$ cat src/adwd_params.svh
// constants for the converter window detector and its post-track timer
// assumes an 8-bit special function register bus on the system clock
`ifndef ADWD_PARAMS_SVH
`define ADWD_PARAMS_SVH

// ------------------------------------------------------------
// register map, page 0
// ------------------------------------------------------------
`define ADWD_PAGE 8'h00
`define ADWD_GTH_ADDR 8'hc4
`define ADWD_GTL_ADDR 8'hc3
`define ADWD_LTH_ADDR 8'hc6
`define ADWD_LTL_ADDR 8'hc5
`define ADWD_CTRL_ADDR 8'hc0
`define ADWD_TRACK_ADDR 8'hc1

// ------------------------------------------------------------
// reset values and fields
// ------------------------------------------------------------
`define ADWD_GT_RST 8'hff
`define ADWD_LT_RST 8'h00
`define ADWD_CTRL_RST 8'h00
`define ADWD_TRACK_RST 8'h00
`define ADWD_FLAG_BIT 3
`define ADWD_PTS_HI 1
`define ADWD_PTS_LO 0
`define ADWD_ZERO8 8'h00

// ------------------------------------------------------------
// post-track timing
// ------------------------------------------------------------
`define ADWD_SYS_CYCLES 5'h02
`define ADWD_SAR_BASE 5'h02
`define ADWD_CNT_ONE 5'h01
`define ADWD_CNT_ZERO 5'h00

`endif

$ cat src/adwd_pkg.sv
// types shared by the window detector and its post-track timer
// assumes nothing beyond the constants header
package adwd_pkg;
   // post-track sequencer states
   typedef enum logic [1:0] {
      PT_IDLE,
      PT_SYS,
      PT_SAR,
      PT_DONE
   } adwd_pt_state_e;
   // two-bit post-track select code
   typedef logic [1:0] adwd_pts_t;
endpackage

$ cat src/adwd_post_track.sv
// post-track timer: two system clock cycles then 2..16 SAR clock ticks
// assumes sar_tick_i is a one-cycle pulse per SAR clock period
`timescale 1ns/1ps
`include "adwd_params.svh"
module adwd_post_track (
   // clock and reset
   input wire logic sys_clk_i,
   input wire logic rst_i,
   // control
   input wire adwd_pkg::adwd_pts_t pts_i,
   input wire logic start_i,
   input wire logic sar_tick_i,
   // status
   output logic busy_o,
   output logic done_o
);
   adwd_pkg::adwd_pt_state_e state_r; // sequencer state
   logic [4:0] cnt_r; // cycles or ticks still to go
   logic [4:0] sar_target; // ticks for the chosen code

   // code n gives 2 << n SAR ticks
   assign sar_target = `ADWD_SAR_BASE << pts_i;

   // ------------------------------------------------------------
   // sequencer: system cycles first, then SAR ticks
   // ------------------------------------------------------------
   always_ff @(posedge sys_clk_i) begin
      if (rst_i) begin
         state_r <= adwd_pkg::PT_IDLE;
         cnt_r <= `ADWD_CNT_ZERO;
      end else begin
         case (state_r)
            adwd_pkg::PT_IDLE: begin
               // a start while busy is ignored
               if (start_i) begin
                  state_r <= adwd_pkg::PT_SYS;
                  cnt_r <= `ADWD_SYS_CYCLES;
               end
            end
            adwd_pkg::PT_SYS: begin
               if (cnt_r == `ADWD_CNT_ONE) begin
                  state_r <= adwd_pkg::PT_SAR;
                  cnt_r <= sar_target;
               end else begin
                  cnt_r <= cnt_r - `ADWD_CNT_ONE;
               end
            end
            adwd_pkg::PT_SAR: begin
               // code was sampled on entry to this state; a change now does not alter the count
               if (sar_tick_i) begin
                  if (cnt_r == `ADWD_CNT_ONE) begin
                     state_r <= adwd_pkg::PT_DONE;
                  end
                  cnt_r <= cnt_r - `ADWD_CNT_ONE;
               end
            end
            default: begin
               state_r <= adwd_pkg::PT_IDLE;
            end
         endcase
      end
   end

   // handshake outputs straight from the state
   assign busy_o = (state_r != adwd_pkg::PT_IDLE);
   assign done_o = (state_r == adwd_pkg::PT_DONE);

   // ------------------------------------------------------------
   // checks
   // ------------------------------------------------------------
   logic [4:0] ticks_r; // helper: SAR ticks seen in this window
   always_ff @(posedge sys_clk_i) begin
      if (rst_i || state_r == adwd_pkg::PT_IDLE) begin
         ticks_r <= `ADWD_CNT_ZERO;
      end else if (state_r == adwd_pkg::PT_SAR && sar_tick_i) begin
         ticks_r <= ticks_r + `ADWD_CNT_ONE;
      end
   end
endmodule

$ cat src/adwd_window_detector.sv
// converter window detector with limit registers and post-track timer
// assumes result and done pulse come from the converter on sys_clk_i
`timescale 1ns/1ps
`include "adwd_params.svh"
module adwd_window_detector (
   // clock and reset
   input wire logic sys_clk_i,
   input wire logic rst_i,
   // special function register bus
   input wire logic [7:0] sfr_addr_i,
   input wire logic [7:0] sfr_page_i,
   input wire logic sfr_wr_i,
   input wire logic sfr_rd_i,
   input wire logic [7:0] sfr_wdata_i,
   output logic [7:0] sfr_rdata_o,
   // converter result, already in its selected justification
   input wire logic conv_done_i,
   input wire logic [15:0] result_i,
   // post-track timing
   input wire logic track_start_i,
   input wire logic sar_tick_i,
   output logic post_track_busy_o,
   output logic post_track_done_o,
   // window flag to the interrupt controller
   output logic window_irq_o
);
   // ------------------------------------------------------------
   // registers
   // ------------------------------------------------------------
   logic [7:0] greater_than_limit_high_r; // greater-than word high
   logic [7:0] greater_than_limit_low_r; // greater-than word low
   logic [7:0] less_than_limit_high_r; // less-than word high
   logic [7:0] less_than_limit_low_r; // less-than word low
   logic [7:0] converter_control_reg_r; // control, flag bit is hardware
   logic [7:0] track_reg_r; // holds post_track_select
   logic window_compare_flag_r; // sticky window hit
   logic [7:0] rdata_r; // registered read data
   logic [15:0] gt_word; // assembled limits
   logic [15:0] lt_word;
   logic sel; // page 0 selected
   logic hit; // current result meets the condition
   logic flag_nxt;
   logic ctrl_wr;

   assign sel = (sfr_page_i == `ADWD_PAGE);
   assign ctrl_wr = sfr_wr_i && sel && (sfr_addr_i == `ADWD_CTRL_ADDR);
   assign gt_word = {greater_than_limit_high_r, greater_than_limit_low_r};
   assign lt_word = {less_than_limit_high_r, less_than_limit_low_r};

   // ------------------------------------------------------------
   // limit registers, one write strobe per byte
   // ------------------------------------------------------------
   always_ff @(posedge sys_clk_i) begin
      if (rst_i) begin
         greater_than_limit_high_r <= `ADWD_GT_RST;
         greater_than_limit_low_r <= `ADWD_GT_RST;
         less_than_limit_high_r <= `ADWD_LT_RST;
         less_than_limit_low_r <= `ADWD_LT_RST;
      end else if (sfr_wr_i && sel) begin
         // each byte is written alone; a result between two byte
         // writes sees a half-updated limit, so software pauses it
         if (sfr_addr_i == `ADWD_GTH_ADDR) begin
            greater_than_limit_high_r <= sfr_wdata_i;
         end else if (sfr_addr_i == `ADWD_GTL_ADDR) begin
            greater_than_limit_low_r <= sfr_wdata_i;
         end else if (sfr_addr_i == `ADWD_LTH_ADDR) begin
            less_than_limit_high_r <= sfr_wdata_i;
         end else if (sfr_addr_i == `ADWD_LTL_ADDR) begin
            less_than_limit_low_r <= sfr_wdata_i;
         end
      end
   end

   // ------------------------------------------------------------
   // control and post-track select registers
   // ------------------------------------------------------------
   always_ff @(posedge sys_clk_i) begin
      if (rst_i) begin
         converter_control_reg_r <= `ADWD_CTRL_RST;
         track_reg_r <= `ADWD_TRACK_RST;
      end else if (sfr_wr_i && sel) begin
         if (sfr_addr_i == `ADWD_CTRL_ADDR) begin
            converter_control_reg_r <= sfr_wdata_i;
         end else if (sfr_addr_i == `ADWD_TRACK_ADDR) begin
            track_reg_r <= sfr_wdata_i;
         end
      end
   end

   // ------------------------------------------------------------
   // window comparison
   // ------------------------------------------------------------
   // limit order alone decides the mode; no mode bit exists
   // the raw 16-bit word is compared, so justification must match
   always_comb begin
      if (lt_word > gt_word) begin
         hit = (result_i > gt_word) && (result_i < lt_word);
      end else begin
         hit = (result_i < gt_word) || (result_i > lt_word);
      end
   end

   // set by a hit wins over a clearing write in the same cycle
   always_comb begin
      flag_nxt = window_compare_flag_r;
      if (ctrl_wr) begin
         flag_nxt = sfr_wdata_i[`ADWD_FLAG_BIT];
      end
      if (conv_done_i && hit) begin
         flag_nxt = 1'b1;
      end
   end

   always_ff @(posedge sys_clk_i) begin
      if (rst_i) begin
         window_compare_flag_r <= 1'b0;
      end else begin
         window_compare_flag_r <= flag_nxt;
      end
   end

   // level request; the interrupt controller masks it
   assign window_irq_o = window_compare_flag_r;

   // ------------------------------------------------------------
   // read path, answered one cycle after the strobe
   // ------------------------------------------------------------
   always_ff @(posedge sys_clk_i) begin
      if (rst_i) begin
         rdata_r <= `ADWD_ZERO8;
      end else if (sfr_rd_i && sel) begin
         if (sfr_addr_i == `ADWD_GTH_ADDR) begin
            rdata_r <= greater_than_limit_high_r;
         end else if (sfr_addr_i == `ADWD_GTL_ADDR) begin
            rdata_r <= greater_than_limit_low_r;
         end else if (sfr_addr_i == `ADWD_LTH_ADDR) begin
            rdata_r <= less_than_limit_high_r;
         end else if (sfr_addr_i == `ADWD_LTL_ADDR) begin
            rdata_r <= less_than_limit_low_r;
         end else if (sfr_addr_i == `ADWD_CTRL_ADDR) begin
            rdata_r <= converter_control_reg_r;
            rdata_r[`ADWD_FLAG_BIT] <= window_compare_flag_r;
         end else if (sfr_addr_i == `ADWD_TRACK_ADDR) begin
            rdata_r <= track_reg_r;
         end else begin
            rdata_r <= `ADWD_ZERO8; // unmapped reads as zero
         end
      end
   end

   assign sfr_rdata_o = rdata_r;

   // ------------------------------------------------------------
   // post-track timer
   // ------------------------------------------------------------
   adwd_post_track u_post_track (
      .sys_clk_i(sys_clk_i),
      .rst_i(rst_i),
      .pts_i(track_reg_r[`ADWD_PTS_HI:`ADWD_PTS_LO]),
      .start_i(track_start_i),
      .sar_tick_i(sar_tick_i),
      .busy_o(post_track_busy_o),
      .done_o(post_track_done_o)
   );
endmodule

$ cat config.mk
export PLATFORM = sky130hd
export DESIGN_NAME = adwd_window_detector
export DESIGN_NICKNAME = d
export VERILOG_FILES = /design/src/adwd_pkg.sv /design/src/adwd_post_track.sv /design/src/adwd_window_detector.sv
export VERILOG_INCLUDE_DIRS = /design/src
export SDC_FILE = /design/constraint.sdc
export NUM_CORES = 1
export LEC_CHECK = 0
export ABC_AREA = 0
export BUFFER_PORTS_ARGS = -buffer_cell sky130_fd_sc_hd__buf_2
export CELL_PAD_IN_SITES_DETAIL_PLACEMENT = 1
export CELL_PAD_IN_SITES_GLOBAL_PLACEMENT = 2
export CORE_ASPECT_RATIO = 1.75
export CORE_UTILIZATION = 35
export DETAILED_ROUTE_END_ITERATION = 6
export GPL_TIMING_DRIVEN = 1
export PLACE_DENSITY = 0.91
export SETUP_SLACK_MARGIN = 0.2
export SKIP_LAST_GASP = 1
export SYNTH_ARGS = -nofsm -noshare
export SYNTH_HDL_FRONTEND = slang
export SYNTH_HIERARCHICAL = 1
export SYNTH_SLANG_ARGS = --single-unit
$ cat constraint.sdc
create_clock -name sys_clk_i -period 2.2 [get_ports sys_clk_i]
set_clock_uncertainty 0.1 [all_clocks]
set_input_delay 0 -clock sys_clk_i [delete_from_list [all_inputs] [get_ports sys_clk_i]]
set_output_delay 0 -clock sys_clk_i [all_outputs]
set_load 0.1 [all_outputs]
=== Yosys cells after proc, flatten, opt, wreduce, memory -nomap -nowiden ===
Cells that the tools add are included.

* Register bits after elaboration: 64
* Latch bits: 0
* Bits in writable memories: 0
* ROM bits: 0
* Bits of input ports: 47
* Word-level logic and storage cells: 72
* Memories: 0

* $add $sub $neg: 1
* $mul: 0
* Divide/modulo/power cells: 0
* Magnitude comparators: 5
* Equal/unequal tests: 14
* Shift-type cells: 1
* Muxes and demuxes: 18
* Bitwise operators: 4
* Reduce and logical (&&, ||, !) cells: 19

{| class="wikitable"
|+ Operators with widths
! kind !! count
|-
| $eq A8 B8 Y1 const B || 6
|-
| $gt A16 B16 Y1 || 3
|-
| $mux W8 || 6
|-
| $lt A16 B16 Y1 || 2
|-
| $mux W5 || 3
|-
| $pmux W5 S3 || 1
|-
| $reduce_and A3 Y1 || 3
|-
| $logic_not A8 Y1 || 1
|-
| $mux W2 || 4
|-
| $reduce_and A4 Y1 || 2
|-
| $pmux W2 S3 || 1
|-
| $eq A5 B1 Y1 const B || 1
|-
| $logic_and A1 B1 Y1 || 5
|-
| $reduce_and A5 Y1 || 1
|-
| $shl A2 B2 Y5 const A || 1
|-
| $sub A5 B1 Y5 const B || 1
|-
| $eq A2 B2 Y1 const B || 2
|-
| $ne A2 B1 Y1 const B || 2
|-
| $ne A2 B2 Y1 const B || 2
|-
| $not A1 Y1 || 4
|-
| $reduce_and A2 Y1 || 2
|-
| $reduce_bool A2 Y1 || 2
|-
| $mux W1 || 3
|-
| $reduce_bool A3 Y1 || 1
|-
| other kinds (3) || 3
|}

=== Depth between registers and ports, before layout ===
* Depth in word-level cells: 7
* Depth in mapped cells: 9
* Mapped depth without buffers: 9

=== By module ===
Netlist, hierarchy kept.

{| class="wikitable"
|+ By module, submodules not included
! module !! times used !! cells each !! area an instance (um2) !! seq. area each (um2)
|-
| adwd_window_detector || 1 || 399 || 3,547.2 || 1,121.1
|-
| adwd_post_track || 1 || 62 || 538.0 || 140.1
|}

=== Least setup slack after synthesis ===
No wires, ideal clock.

* Path type: reg-to-reg
* Start: reg u_post_track.state_r[0]
* End: reg u_post_track.cnt_r[1]
* Setup time: 119 ps
* Arrival time: 1,698 ps
* Path slack: 283 ps
* Stages on the path, launching flop included: 4
* Buffers on the path: 0
* Clock period less this slack: 1,917 ps
* Cell sequence: dfxtp_1 -> ha_1 -> nor3_1 -> o221a_2

* Word-level cells in the longest chain between the ends: 3
* Elaborated cells on any way between the ends: 8

{| class="wikitable"
|+ RTL lines
! item !! RTL line !! source
|-
| from (decl) || adwd_post_track.sv:17 || <nowiki>adwd_pkg::adwd_pt_state_e state_r;</nowiki>
|-
| from (signal assigned) || adwd_post_track.sv:29 || <nowiki>state_r <= adwd_pkg::PT_IDLE;</nowiki>
|-
| from (signal assigned) || adwd_post_track.sv:36 || <nowiki>state_r <= adwd_pkg::PT_SYS;</nowiki>
|-
| from (signal assigned) || adwd_post_track.sv:42 || <nowiki>state_r <= adwd_pkg::PT_SAR;</nowiki>
|-
| $eq A2 B2 Y1 (tied with other cells) || -- ||
|-
| $ne A2 B2 Y1 (no source line) or $reduce_bool A3 Y1 (tied branches) || -- ||
|-
| $reduce_and A3 Y1 (no source line) || -- ||
|-
| to (signal assigned) || adwd_post_track.sv:30 || <nowiki>cnt_r <= `ADWD_CNT_ZERO;</nowiki>
|-
| to (signal assigned) || adwd_post_track.sv:37 || <nowiki>cnt_r <= `ADWD_SYS_CYCLES;</nowiki>
|-
| to (signal assigned) || adwd_post_track.sv:43 || <nowiki>cnt_r <= sar_target;</nowiki>
|-
| to (decl) || adwd_post_track.sv:18 || <nowiki>logic [4:0] cnt_r;</nowiki>
|}

Parallel ways exist; a longest one is shown, timed or not.
A chain may end at the register's enable or synchronous reset.

=== Worst setup path after layout ===
* Start: reg less_than_limit_high_r[1]
* End: reg window_compare_flag_r, in the netlist window_irq_o

* Word-level cells in the longest chain between the ends: 5
* Elaborated cells on any way between the ends: 9

{| class="wikitable"
|+ RTL lines
! item !! RTL line !! source
|-
| from (decl) || adwd_window_detector.sv:32 || <nowiki>logic [7:0] less_than_limit_high_r;</nowiki>
|-
| from (signal assigned) || adwd_window_detector.sv:57 || <nowiki>less_than_limit_high_r <= `ADWD_LT_RST;</nowiki>
|-
| from (signal assigned) || adwd_window_detector.sv:67 || <nowiki>less_than_limit_high_r <= sfr_wdata_i;</nowiki>
|-
| $gt A16 B16 Y1 or $lt A16 B16 Y1 (tied branches) || adwd_window_detector.sv:99, adwd_window_detector.sv:97 ||
|-
| $logic_or A1 B1 Y1 or $logic_and A1 B1 Y1 (tied branches) || adwd_window_detector.sv:99, adwd_window_detector.sv:97 ||
|-
| $mux W1 * || adwd_window_detector.sv:96 || <nowiki>if (lt_word > gt_word) begin</nowiki>
|-
| $logic_and A1 B1 Y1 * || adwd_window_detector.sv:109 || <nowiki>if (conv_done_i && hit) begin</nowiki>
|-
| $mux W1 or $reduce_bool A2 Y1 (tied branches) || -- ||
|-
| to (signal assigned) || adwd_window_detector.sv:118 || <nowiki>window_compare_flag_r <= flag_nxt;</nowiki>
|-
| to (decl) || adwd_window_detector.sv:36 || <nowiki>logic window_compare_flag_r;</nowiki>
|}

Every way passes the cells marked *; elsewhere a longest branch is shown, timed or not.

==> impl_results.md <==
* CP endpoint: window_irq_o$_SDFFE_PP0P_
* Vias per cell at 5.637
* Status: complete, no violations
* IO buf count at 57
* Max clock buf depth at 2
* DRT iter0 DRCs at 140
* Routed wire length at 13.38 mm
* Worst setup startpoint: less_than_limit_high_r[1]$_SDFFE_PP0P_
* Largest net degree at the start of global routing at 23
* Max Slew Vio Count at 0
* Vias at 3850
* Dominant synthesized flop cell: dfxtp_1
* Crit. End Element: flop
* Syn Nets at around 560
* Reg2reg start: less_than_limit_high_r[1]$_SDFFE_PP0P_
* Nets at 648
* Switching Fraction at 29.93%
* Row cnt at 51
* Root Driver: clkbuf_16
* Worst-Margin Slew at 0.5241 ns
* Class of the worst hold path: input pin to flop
* Routability congestion estimate at 0.8392
* Clock Sinks at 63
* Cell-internal power at roughly 2500 µW
* Clock transition at path regs at 0.05 ns
* Register share of total power at around a third
* Clock power share at 42.3%
* I/O pin cnt at 58
* Drt first pass iters at 4
* Hold_ws at roughly 0.042 ns
* P_leak at 0.002236 µW
* Number of cells produced by synthesis at 461
* Total power at 3579 µW
* CP Data Arrival Time at 2.16 ns
* Area delta synth->final at 28.36%
* Fraction of registers with async set/reset at 0%
* Critical-path maximum fanout at 4
* Vias in the first global route at 4275
* RSZ-0062 raised after global routing: yes
* Core ar. at 11230 µm²
* First-pass GRT wire length at 21.34 mm
* EDFF count, synth at 0
* Worst rel slew slack at 64.99%
* Post-DRT Antenna Nets at 0
* Die area at 12120 µm²
* H-tree levels at 3
* Synth Area per Inst at 8.862 µm²
* Cell area after synthesis at roughly 4100 µm²
* GRT Total Usage at 22.57%
* Initial Utilization at a little over a third
* Detail Placement HPWL at 10.55 mm
* Non-filler cells, final at 683
* Maxcap violations at 0
* RR Endpoint: window_irq_o$_SDFFE_PP0P_
* F_max at between 400 and 500 MHz
* WL per Instance at 19.59 µm
* Kind of critical path: flop to flop
* Post-Route Utilization at 46.69%
* Sw power at about 1100 µW
* Power Density at 682.6 nW/µm²
* Final Critical Period at 2.041 ns
* Cell variety after synth at 54
* Ys Warns at 6
* Cells after DPL at 648
* Antenna violations before repair at 0
* Layout cell share with drive strength beyond 1 at slightly below 30%
* CP required at between 2 and 2.5 ns
* Combinational Power Share at 23.4%
* Final setup vio count at 0
* Worst vdd ir at ~0.73 mV
* R2R cell count at 7
* Die extent in x at 83.67 µm
* Fin crit share at 92.78%
* Remaining global-route overflow at 0
* N_diodes at 0
* Yosys reg bits at 63
* Flop-to-flop setup slack at 0.16 ns
* Die height at 144.9 µm
* Post-synthesis sequential area ratio at 30.87%
* CP Launch Type: flop
* TritonCTS clock tree: yes
* Clock latency on the worst-skew pair at roughly 0.33 ns
* DRC viols at 0
* Final hold violations at 0
* Num CTS Buffers at 9
worst max-delay path, cell delays in order, from the launching register on:
cell and delay (ns):
dfxtp_1 0.40, inv_1 0.07, ha_1 0.29, nand4_1 0.15, or4_1 0.53, a21o_1 0.17, mux2i_1 0.13, a21boi_1 0.08
synthesized netlist by cell type (2+ instances only):
| cell type | n | area [µm²] |
|---|---|---|
| nand2_1 | 22 | 82.58 |
| nor3_1 | 2 | 10.01 |
| nand4_1 | 12 | 75.07 |
| nor2_1 | 58 | 217.7 |
| or3_1 | 2 | 12.51 |
| mux2i_1 | 40 | 400.4 |
| nand2b_1 | 2 | 12.51 |
| o32a_1 | 3 | 30.03 |
| a21oi_1 | 25 | 125.1 |
| a21o_1 | 3 | 22.52 |
| and4_1 | 2 | 17.52 |
| or4_4 | 2 | 22.52 |
| nor2b_1 | 9 | 56.30 |
| nor2_2 | 3 | 18.77 |
| clkbuf_1 | 9 | 33.78 |
| a22oi_1 | 15 | 112.6 |
| a31oi_1 | 3 | 18.77 |
| o32ai_1 | 4 | 35.03 |
| a211o_1 | 18 | 157.7 |
| inv_1 | 42 | 157.7 |
| and3_1 | 2 | 12.51 |
| nand3_1 | 10 | 50.05 |
| o211ai_1 | 5 | 37.54 |
| a311oi_1 | 8 | 70.07 |
| dfxtp_1 | 63 | 1261 |
| buf_2 | 5 | 25.02 |
| o21ai_0 | 10 | 50.05 |
| nor4_1 | 2 | 12.51 |
| ha_1 | 55 | 688.2 |
cell usage in the layout, fill, tap and decap left out, types with 2 or more instances in the layout:
cell / Yosys / routed
buf_2: 5 / 57
inv_1: 42 / 32
clkbuf_16: 0 / 9
a21o_1: 3 / 3
a21oi_1: 25 / 22
inv_2: 0 / 8
nor4_1: 2 / 2
o21ai_0: 10 / 10
nand2b_1: 2 / 2
o32ai_1: 4 / 4
a31oi_1: 3 / 3
a311oi_1: 8 / 8
a22oi_1: 15 / 15
ha_1: 55 / 47
a211o_1: 18 / 18
o32a_1: 3 / 3
ha_4: 0 / 8
dfxtp_2: 0 / 20
inv_4: 0 / 2
dlygate4sd3_1: 0 / 10
buf_4: 0 / 23
or4_4: 2 / 2
a21oi_2: 1 / 3
mux2i_1: 40 / 40
o211ai_1: 5 / 5
nand3_1: 10 / 10
nand4_1: 12 / 12
nor2_1: 58 / 58
nand2_1: 22 / 22
nor2b_1: 9 / 8
clkinvlp_4: 0 / 5
nor3_2: 0 / 2
bufinv_16: 0 / 2
nor2_2: 3 / 3
or3_1: 2 / 2
dfxtp_1: 63 / 43
worst min path at each step:
| stage | depth (start not counted) | to | slack [ns] | startpoint |
|---|---|---|---|---|
| 2_1_floorplan | 1 | u_post_track/state_r[0]$_SDFFE_PP0P_ | -0.04 | rst_i |
| 3_3_place_gp | 2 | greater_than_limit_high_r[0]$_SDFFE_PP1P_ | 0.21 | sfr_wdata_i[0] |
| 3_5_place_dp | 2 | greater_than_limit_high_r[7]$_SDFFE_PP1P_ | 0.22 | sfr_wdata_i[7] |
| 4_1_cts | 4 | u_post_track/state_r[0]$_SDFFE_PP0P_ | 0.05 | sar_tick_i |
| 5_1_grt | 4 | u_post_track/state_r[1]$_SDFFE_PP0P_ | 0.10 | sar_tick_i |
| 6_report | 4 | u_post_track/state_r[1]$_SDFFE_PP0P_ | 0.04 | sar_tick_i |
power groups by stage:
| stage | clock network, µW | logic, µW | registers (µW) |
|---|---|---|---|
| after CTS | 1530 | 813 | 1220 |
| after global routing | 1590 | 924 | 1240 |
| after floorplan | 0 | 540 | 1240 |
| after detailed placement | 0 | 761 | 1240 |
| final | 1510 | 837 | 1230 |
| after global placement | 0 | 741 | 1240 |
kinds of logic after synthesis:
family	Yosys count	share of synthesized area, %
AO/OA/AOI/OAI	103	18.10
adder cells (fa/ha/maj)	55	16.85
buffers and inverters	58	5.666
flip-flops	63	30.87
multiplexers	41	10.35
AND/OR/NAND/NOR	141	18.16
per-layer routing:
metal,track usage (%),part of all wire [%],vias up
li1,-,-,1860
met1,21.24,36,1897
met2,45.20,58,59
met3,3.185,2.4,34
met4,11.86,3.9,0
met5,0,0,-
flip-flops by register name, indices dropped and copies added, names as in the netlist:
signal and cells:
u_post_track/cnt_r 5, greater_than_limit_low_r 8, greater_than_limit_high_r 8, less_than_limit_low_r 8, window_irq_o 1, track_reg_r 8, converter_control_reg_r 7, less_than_limit_high_r 8
u_post_track/state_r 2, sfr_rdata_o 8
final cells by class:
type	count	area, µm²
multi-input cells	340	2749
clock inverters	7	97.59
clock buffers	9	225.2
flip-flops and latches	63	1286
inverters	42	162.7
repair buffers	90	558.0
fillers	1327	5987
well taps	132	165.2
timing repair:
| item | 4_1_cts | 5_1_grt |
|---|---|---|
| pin swaps | 6 | 11 |
| endpoints found under the hold margin | 48 | 0 |
| buffers inserted | 2 | 7 |
| setup endpoints to repair | 6 | 7 |
| gates cloned | 0 | 0 |
| gates resized for setup | 29 | 25 |
| hold buffers | 10 | 0 |
per-stage QoR:
step / setup slack [ns] / TNS, ns / instance area [µm²]
after global routing: 0.04605 / 0 / 5244
after floorplan: 0.2830 / 0 / 4085
after global placement: -0.04898 / -0.04898 / 4567
after CTS: 0.1425 / 0 / 5102
after detailed placement: -0.05385 / -0.05385 / 4567
final: 0.1588 / 0 / 5244
No activity file was read; power rests on OpenSTA's default activity.
